### config.mk
export PLATFORM = sky130hd
export DESIGN_NAME = dmm_decode
export DESIGN_NICKNAME = d
export VERILOG_FILES = /design/src/dmm_pkg.sv /design/src/dmm_decode.sv
export SDC_FILE = /design/constraint.sdc
export NUM_CORES = 1
export LEC_CHECK = 0
export BUFFER_PORTS_ARGS = -buffer_cell sky130_fd_sc_hd__buf_2
export CAP_MARGIN = 40
export CORE_ASPECT_RATIO = 0.5
export CORE_MARGIN = 10
export CORE_UTILIZATION = 55
export DETAILED_ROUTE_END_ITERATION = 10
export PLACE_DENSITY = 0.78
export SETUP_SLACK_MARGIN = 0.4
export SLEW_MARGIN = 30
export SYNTH_ARGS = -nofsm -noshare
export SYNTH_HDL_FRONTEND = slang
export SYNTH_SLANG_ARGS = --single-unit
### constraint.sdc
create_clock -name sys_clk -period 7.6 [get_ports sys_clk]
set_clock_uncertainty 0.05 [all_clocks]
set_input_delay 2.28 -clock sys_clk [delete_from_list [all_inputs] [get_ports sys_clk]]
set_output_delay 2.28 -clock sys_clk [all_outputs]
set_load 0.005 [all_outputs]
### src/dmm_pkg.sv
package dmm_pkg;
  // Instruction word and data space geometry.
  localparam int WORD_W = 16;
  localparam int ADDR_W = 12;
  localparam int DATA_W = 8;
  // Opcode patterns.
  localparam logic [3:0] OP_MOVE_SRC = 4'h0c;
  localparam logic [3:0] OP_MOVE_DST = 4'h0f;
  localparam logic [7:0] OP_LOAD_BANK = 8'h01;
  localparam logic [7:0] OP_LOAD_ACC = 8'h0e;
  localparam logic [7:0] OP_MUL_LIT = 8'h0d;
  localparam logic [6:0] OP_STORE_ACC = 7'h37;
  // Data-space addresses of core registers reachable by the move.
  localparam logic [11:0] ADDR_ACC = 12'h0fe8;
  localparam logic [11:0] ADDR_PC_LOW = 12'h0ff9;
  localparam logic [11:0] ADDR_STACK_TOP_LOW = 12'h0ffd;
  localparam logic [11:0] ADDR_STACK_TOP_HIGH = 12'h0ffe;
  localparam logic [11:0] ADDR_STACK_TOP_UPPER = 12'h0fff;
  // Access bank split: low half maps to bank 0, high half to bank 15.
  localparam logic [7:0] ACCESS_SPLIT = 8'h80;
  localparam logic [3:0] ACCESS_HIGH_BANK = 4'h0f;
  // Reset values.
  localparam logic [7:0] RST_ACC = 8'h00;
  localparam logic [7:0] RST_BANK = 8'h00;
  localparam logic [7:0] RST_PROD = 8'h00;
  // Phase numbers within an instruction cycle.
  localparam logic [1:0] PH_Q1 = 2'h0;
  localparam logic [1:0] PH_Q2 = 2'h1;
  localparam logic [1:0] PH_Q4 = 2'h3;

  // Data memory request.
  typedef struct packed {
    logic rd;
    logic wr;
    logic [11:0] addr;
    logic [7:0] wdata;
  } dmm_mem_req_t;

  // Architectural state seen by the rest of the core.
  typedef struct packed {
    logic [7:0] acc;
    logic [7:0] bank;
    logic [7:0] prod_hi;
    logic [7:0] prod_lo;
  } dmm_arch_t;
endpackage

### src/dmm_decode.sv
`timescale 1ns/10ps
`default_nettype none
module dmm_decode
  import dmm_pkg::*;
(
  input wire logic sys_clk,
  input wire logic reset_n,
  input wire logic [1:0] phase,
  input wire logic [15:0] instr,
  input wire logic instr_valid,
  input wire logic [7:0] mem_rdata,
  output var dmm_pkg::dmm_mem_req_t mem_req,
  output var dmm_pkg::dmm_arch_t arch,
  output logic busy,
  output logic instr_done
);
  import dmm_pkg::*;

  typedef enum logic [1:0] {ST_IDLE, ST_MOVE_WAIT, ST_MOVE_WRITE} dmm_state_t;

  logic rst_meta_q;
  logic rst_sync_q;
  logic rst_n;

  dmm_state_t state_q;
  dmm_state_t state_d;
  logic [7:0] acc_q;
  logic [7:0] acc_d;
  logic [7:0] bank_q;
  logic [7:0] bank_d;
  logic [7:0] prod_hi_q;
  logic [7:0] prod_hi_d;
  logic [7:0] prod_lo_q;
  logic [7:0] prod_lo_d;
  logic [7:0] move_data_q;
  logic [7:0] move_data_d;
  logic [11:0] move_src_q;
  logic [11:0] move_src_d;
  dmm_mem_req_t req_q;
  dmm_mem_req_t req_d;
  logic busy_q;
  logic busy_d;
  logic done_q;
  logic done_d;
  logic [15:0] product;
  logic [11:0] file_addr;
  // Decoded instruction flags, raised only for a word offered in phase one.
  logic dec_move_src;
  logic dec_move_dst;
  logic dec_load_bank;
  logic dec_load_acc;
  logic dec_mul_lit;
  logic dec_store_acc;
  // The held move address names the working register.
  logic move_at_acc;

  // Reset is released through two flip-flops.
  always_ff @(posedge sys_clk or negedge reset_n)
  begin
    if (!reset_n)
    begin
      rst_meta_q <= 1'b0;
      rst_sync_q <= 1'b0;
    end
    else
    begin
      rst_meta_q <= 1'b1;
      rst_sync_q <= rst_meta_q;
    end
  end
  assign rst_n = rst_sync_q;

  // Unsigned product of working register and literal.
  assign product = acc_q * instr[7:0];

  // Banked file address for single-word file instructions.
  always_comb
  begin
    if (instr[8])
    begin
      file_addr = {bank_q[3:0], instr[7:0]};
    end
    else if (instr[7:0] < ACCESS_SPLIT)
    begin
      file_addr = {4'h0, instr[7:0]};
    end
    else
    begin
      file_addr = {ACCESS_HIGH_BANK, instr[7:0]};
    end
  end

  // The working register is not on the data bus, so the move reaches it directly.
  assign move_at_acc = (move_src_q == ADDR_ACC);

  // Opcode decode: one flag per instruction word handled by this block.
  // A word counts only while it is offered in phase one.
  always_comb
  begin
    dec_move_src = 1'b0;
    dec_move_dst = 1'b0;
    dec_load_bank = 1'b0;
    dec_load_acc = 1'b0;
    dec_mul_lit = 1'b0;
    dec_store_acc = 1'b0;
    if (instr_valid && phase == PH_Q1)
    begin
      // The patterns do not overlap, so at most one flag is raised.
      dec_move_src = (instr[15:12] == OP_MOVE_SRC);
      dec_move_dst = (instr[15:12] == OP_MOVE_DST);
      dec_load_bank = (instr[15:8] == OP_LOAD_BANK);
      dec_load_acc = (instr[15:8] == OP_LOAD_ACC);
      dec_mul_lit = (instr[15:8] == OP_MUL_LIT);
      dec_store_acc = (instr[15:9] == OP_STORE_ACC);
    end
  end

  // Decode and execute: next values of every architectural register.
  // No status flag exists here, so none of these instructions can touch one.
  always_comb
  begin
    state_d = state_q;
    acc_d = acc_q;
    bank_d = bank_q;
    prod_hi_d = prod_hi_q;
    prod_lo_d = prod_lo_q;
    move_data_d = move_data_q;
    move_src_d = move_src_q;
    req_d = '0;
    busy_d = busy_q;
    done_d = 1'b0;
    case (state_q)
      ST_IDLE:
      begin
        // Unknown words leave every register alone.
        // Only one instruction starts per instruction cycle.
        if (dec_move_src)
        begin
          // First move word: the source is read while phase two stands.
          move_src_d = instr[11:0];
          req_d.rd = 1'b1;
          req_d.addr = instr[11:0];
          busy_d = 1'b1;
          state_d = ST_MOVE_WAIT;
        end
        else if (dec_load_bank)
        begin
          // All eight literal bits are kept.
          // File addressing uses only the low four of them.
          bank_d = instr[7:0];
          done_d = 1'b1;
        end
        else if (dec_load_acc)
        begin
          acc_d = instr[7:0];
          done_d = 1'b1;
        end
        else if (dec_mul_lit)
        begin
          // The working register is only read, so it keeps its value.
          // An eight by eight product always fits the sixteen-bit pair.
          prod_hi_d = product[15:8];
          prod_lo_d = product[7:0];
          done_d = 1'b1;
        end
        else if (dec_store_acc)
        begin
          // The access bit and bank page are resolved in file_addr.
          req_d.wr = 1'b1;
          req_d.addr = file_addr;
          req_d.wdata = acc_q;
          done_d = 1'b1;
        end
      end

      ST_MOVE_WAIT:
      begin
        // Take the source byte once, in the cycle after the read request.
        // Later phase-two cycles must not overwrite it while word two is awaited.
        if (req_q.rd)
        begin
          move_data_d = move_at_acc ? acc_q : mem_rdata;
        end
        // Any word other than the destination word is ignored here.
        if (dec_move_dst)
        begin
          move_src_d = instr[11:0];
          state_d = ST_MOVE_WRITE;
        end
      end

      ST_MOVE_WRITE:
      begin
        // Destination latched at the end of phase one of the second cycle; the bus write request shows in the next phase one; no flags touched.
        // Protected destinations are written like any other; their result is undefined.
        if (phase == PH_Q4)
        begin
          if (move_at_acc)
          begin
            acc_d = move_data_q;
          end
          else
          begin
            req_d.wr = 1'b1;
            req_d.addr = move_src_q;
            req_d.wdata = move_data_q;
          end
          busy_d = 1'b0;
          done_d = 1'b1;
          state_d = ST_IDLE;
        end
      end

      default:
      begin
        // An unused state code falls back to idle and drops busy.
        state_d = ST_IDLE;
        busy_d = 1'b0;
      end
    endcase
  end

  // Architectural registers.
  always_ff @(posedge sys_clk or negedge rst_n)
  begin
    if (!rst_n)
    begin
      // Every register returns to its reset value.
      acc_q <= RST_ACC;
      bank_q <= RST_BANK;
      prod_hi_q <= RST_PROD;
      prod_lo_q <= RST_PROD;
    end
    else
    begin
      // Take the next values.
      acc_q <= acc_d;
      bank_q <= bank_d;
      prod_hi_q <= prod_hi_d;
      prod_lo_q <= prod_lo_d;
    end
  end

  // Move sequencing registers.
  always_ff @(posedge sys_clk or negedge rst_n)
  begin
    if (!rst_n)
    begin
      // A reset abandons any move in progress.
      state_q <= ST_IDLE;
      move_data_q <= 8'h00;
      move_src_q <= 12'h000;
      busy_q <= 1'b0;
    end
    else
    begin
      // Take the next values.
      state_q <= state_d;
      move_data_q <= move_data_d;
      move_src_q <= move_src_d;
      busy_q <= busy_d;
    end
  end

  // Data bus request and completion pulse registers.
  always_ff @(posedge sys_clk or negedge rst_n)
  begin
    if (!rst_n)
    begin
      // No request and no completion while in reset.
      req_q <= '0;
      done_q <= 1'b0;
    end
    else
    begin
      // Both are one-cycle pulses built afresh each cycle.
      req_q <= req_d;
      done_q <= done_d;
    end
  end

  // Outputs straight from flip-flops.
  assign mem_req = req_q;
  assign arch = {acc_q, bank_q, prod_hi_q, prod_lo_q};
  assign busy = busy_q;
  assign instr_done = done_q;
endmodule
`default_nettype wire

# Word-level counts from Yosys, hierarchy flattened
# Index checks and enable logic that the tools add are counted.
# classes
n_addsub	0
n_eq_ne	17
n_shift	0
reduce_logical	12
div_mod_pow	0
n_bitwise	4
n_mul	1
n_lt_le_gt_ge	1
mux	44
# op_table
operator	n
21-bit 2-to-1 mux	6
12-bit 2-to-1 mux	5
8-bit 2-to-1 mux	7
21-bit one-hot mux with 2 select lines	1
12-bit one-hot mux with 2 select lines	1
1-bit 2-to-1 mux	17
8-bit by 4-bit equality test with 1-bit output, second input constant	2
8-bit by 8-bit multiplier with 16-bit output	1
8-bit one-hot mux with 2 select lines	1
2-bit != test, second input constant	7
12-bit equality test, second input constant	1
3-bit AND reduction	4
4-bit equality test, second input constant	2
8-bit by 1-bit equality test with 1-bit output, second input constant	1
8-bit less-than comparator, second input constant	1
7-bit by 6-bit equality test with 1-bit output, second input constant	1
2-bit 2-to-1 mux	3
2-bit one-hot mux with 3 select lines	1
6-bit AND reduction	1
5-bit AND reduction	1
2-bit equality test, second input constant	2
2-bit logical NOT	2
1-bit NOT	4
2-bit nonzero test	2
5 further kinds	5
# word_totals
elab_cells	94
latchBits	0
register_bits	80
romBits	0
out_inout_bits	56
memories	0
inputBits	29
ramBits	0

# Depth between registers and ports, before layout
# depth
word_depth	9
mapped_depth	16
mapped_depth_nobuf	15

# Worst setup path before layout
# OpenSTA, ideal clock, no wires.
# synth_timing
path_kind	input port to flip-flop
startpoint	input port instr[2]
endpoint	register prod_hi_q[6]
setup_time_ns	0.120
slack_ns	1.308
arrival_time_ns	6.122
stages	14
path_buffers	1
required_time_ns	7.430
path_cell_list	clkbuf_1 > and2_1 > fa_1 > fa_1 > fa_1 > inv_1 > fa_1 > inv_1 > ha_1 > a21oi_1 > o221ai_1 > a21o_1 > or3_1 > a31o_2
# synth_via
elab_chain_cells	1
# synth_lines
item	line	source
from (decl)	dmm_decode.sv:9	input wire logic [15:0] instr,
8-bit by 8-bit multiplier with 16-bit output	dmm_decode.sv:74	assign product = acc_q * instr[7:0];
to (signal assigned)	dmm_decode.sv:239	prod_hi_q <= prod_hi_d;
to (decl)	dmm_decode.sv:31	logic [7:0] prod_hi_q;
# Every way passes these cells.
# A chain may end at the register's enable or synchronous reset.

# Worst setup path after layout
# Same ends and word-level chain as after synthesis.

==> results.cfg <==
[outcome]
status = finished clean

[logic_synthesis]
synth.largest_area_cell = dfrtp_1
ys_seq_area_share_pct = 35.9
muxShareOfSynthArea_pct = 7.45
ys_types = 60
synth_seq_cells = 80
ys.flop_type = dfrtp_1
synth_edf_count = 0
synth_fa_ha_area_share_pct = 21.0
synthArstFlopShare_pct = 100
ys_top_cells_by_area = dfrtp_1, fa_1, ha_1
avgSynthCellArea_um2 = 10.3
synth_simple_gate_area_share_pct = 17.0
synth_top_family_by_area = adder cells
synth_common_cells = dfrtp_1, nand2_1, and2_1
syn_nets = 643
synth_top_area_share_pct = 35.9
synth-compound-area-share_pct = 11.7
synthCells = 542
synth-xor-area-share_pct = 1.26
yosysWarnings = 0
yosysMostFrequentCell = dfrtp_1
syn_area_um2 = 5580

[setup_path]
cp-start-kind = primary input
critPathMostFrequentCell = fa_1
cp_slowest_cell = fa_1
crit_path_max_fanout = 12
path_class = primary input to register
arrival_ps = 6420
crit_chain = buf_2 -> and2_1 -> fa_1 -> fa_1 -> fa_1 -> inv_1 -> fa_1 -> inv_1 -> ha_1 -> a21oi_1 -> o221ai_1 -> a21o_1 -> or3_1 -> a31o_2
cp-end-kind = register
cp_slowest_stage_delay_ps = 530
worst-endpoint-required_ps = 7770

[detailed_routing]
routed_wl_um = 13300
wl_per_cell_um = 17.8
vias_per_cell = 5.62
first_pass_iters = 5
drtAntennaViolNets = 0
drc = 0
drt_first_iter_violations = 294
via_count = 4221

[clocking]
htree_levels = 3
ctsHoldBuffers = 0
cts-root-buf = clkbuf_16
numCtsBuffers = 9
cts_resized = 0
clk_pin_slew_ps = 70
cts_sinks = 80
cts_setup_buffers = 0
clk_latency_ps = 340
clk_path_buf_depth = 2
cts_tree = yes

[floorplan]
dieArea_um2 = 14800
core_area_um2 = 9670
initial_core_util_pct = 57.7
io_pins = 85
rows = 25
die_h_um = 91.2
die_width_um = 162

[global_routing]
grt_max_degree = 41
grt_pass1_vias = 4256
antenna_found_initial = 0
grt_pass1_wl_um = 22500
grtUsageTotal_pct = 18.4
grt_overflow_total = 0

[finish]
diodes = 0
final_nets = 712
drive_gt1_share_pct = 23.2
n_fill_cell = 742
stdcell_count = 751
syn_to_final_growth_pct = 15.4

[job]
cap_violations = 0

[timing]
rsz0062_at_grt = false
period_share_pct = 82.2
maxSlewViolCount = 0
final.setup.tns_ps = 0
final.setup.worst_slack_ps = 1350
worst_slew_pin_slew_ps = 610
min_period_ps = 6250
worst_hold_slack_ps = 261
hold_viol = 0
fmax_mhz = 160
finalSetupViolations = 0
slew-limit-headroom_pct = 59.3

[hold_path]
hp-class = register to async pin

[power]
finalPower_mw = 1.01
p_leak_nw = 3.35
ir_drop_mv = 0.0993
power_density_nw_per_um2 = 157

[placement]
dp_hpwl_um = 9900
gp_congestion = 0.848
portBuffers = 84
dp_cells = 735
dp_slack_ps = 1050
where the power goes:
part	switching [mW]	internal [mW]
Clock	0.194	0.294
Sequential	0.0196	0.443
Combinational	0.0319	0.0262
per-stage QoR:
step                util, %  area, µm²
finish                 66.6       6440
global route           66.6       6440
CTS                    66.6       6440
detailed placement     63.1       6100
global placement       62.8       6070
floorplan                 -       5580
critical path, delay by kind of cell:
kind	cells	cell delay, ps
AND/OR/NAND/NOR	2	550
AO/OA/AOI/OAI	4	950
adder cells (fa/ha/maj)	5	2340
buffers and inverters	3	290
cell type report:
cell class | instances | area (µm²) | area share (%)
clock buffers | 9 | 225 | 3.50
repair buffers | 89 | 474 | 7.37
inverters | 48 | 180 | 2.80
clock inverters | 7 | 110 | 1.71
flip-flops and latches | 80 | 2010 | 31.2
multi-input cells | 383 | 3270 | 50.8
well taps | 135 | 169 | 2.62
cell families after synthesis:
group                      after synthesis
DFF                                     80
adders and majority gates               72
other                                    1
and+or+nand+nor                        172
muxes                                   36
AOI/OAI and AO/OA                       94
xor gates and xnor gates                 8
buffers and inverters                   79
routing by layer:
layer | up-vias | wire length, µm | track usage (%) | share of wire [%]
met5 | - | 0 | 0 | 0
met4 | 0 | 168 | 4.52 | 1.3
met3 | 18 | 1080 | 5.41 | 8.1
met2 | 161 | 6000 | 28.0 | 45
met1 | 2072 | 6100 | 25.2 | 46
li1 | 1970 | - | - | -
placed cells by master (no fill, tap or decap), types with 6 or more instances in the layout:
cell type / netlist / routed
dfrtp_1: 80 / 79
nand3_1: 10 / 10
clkbuf_16: 0 / 9
mux2i_1: 16 / 16
ha_1: 36 / 36
mux2_2: 12 / 12
mux2_4: 8 / 8
a22o_1: 16 / 16
fa_1: 36 / 36
o21ai_1: 6 / 6
buf_2: 7 / 84
nand2_1: 62 / 62
nor2_1: 11 / 11
a21oi_1: 13 / 13
and2_1: 53 / 53
o21ai_0: 28 / 28
inv_1: 48 / 48
final timing paths:
| path | start | to | slack (ps) | depth (start not counted) |
|---|---|---|---|---|
| min reg2reg | rst_n | prod_hi_q[5] | 260 | 0 |
| min in group sys_clk | rst_meta_q | rst_n | 310 | 0 |
| max in group asynchronous | reset_n | rst_n | 5720 | 1 |
| min | rst_n | prod_hi_q[5] | 260 | 0 |
| max | instr[2] | prod_hi_q[6] | 1350 | 14 |
| max reg2reg | acc_q[4] | prod_hi_q[6] | 2880 | 13 |
state kept, by name, summed over array words and instances, names as in the netlist:
name,flops
busy,1
rst_n,1
instr_done,1
mem_req,22
prod_lo_q,8
prod_hi_q,8
move_data_q,8
move_src_q,12
bank_q,8
state_q,2
acc_q,8
rst_meta_q,1
(Power assumes the default switching activity.)
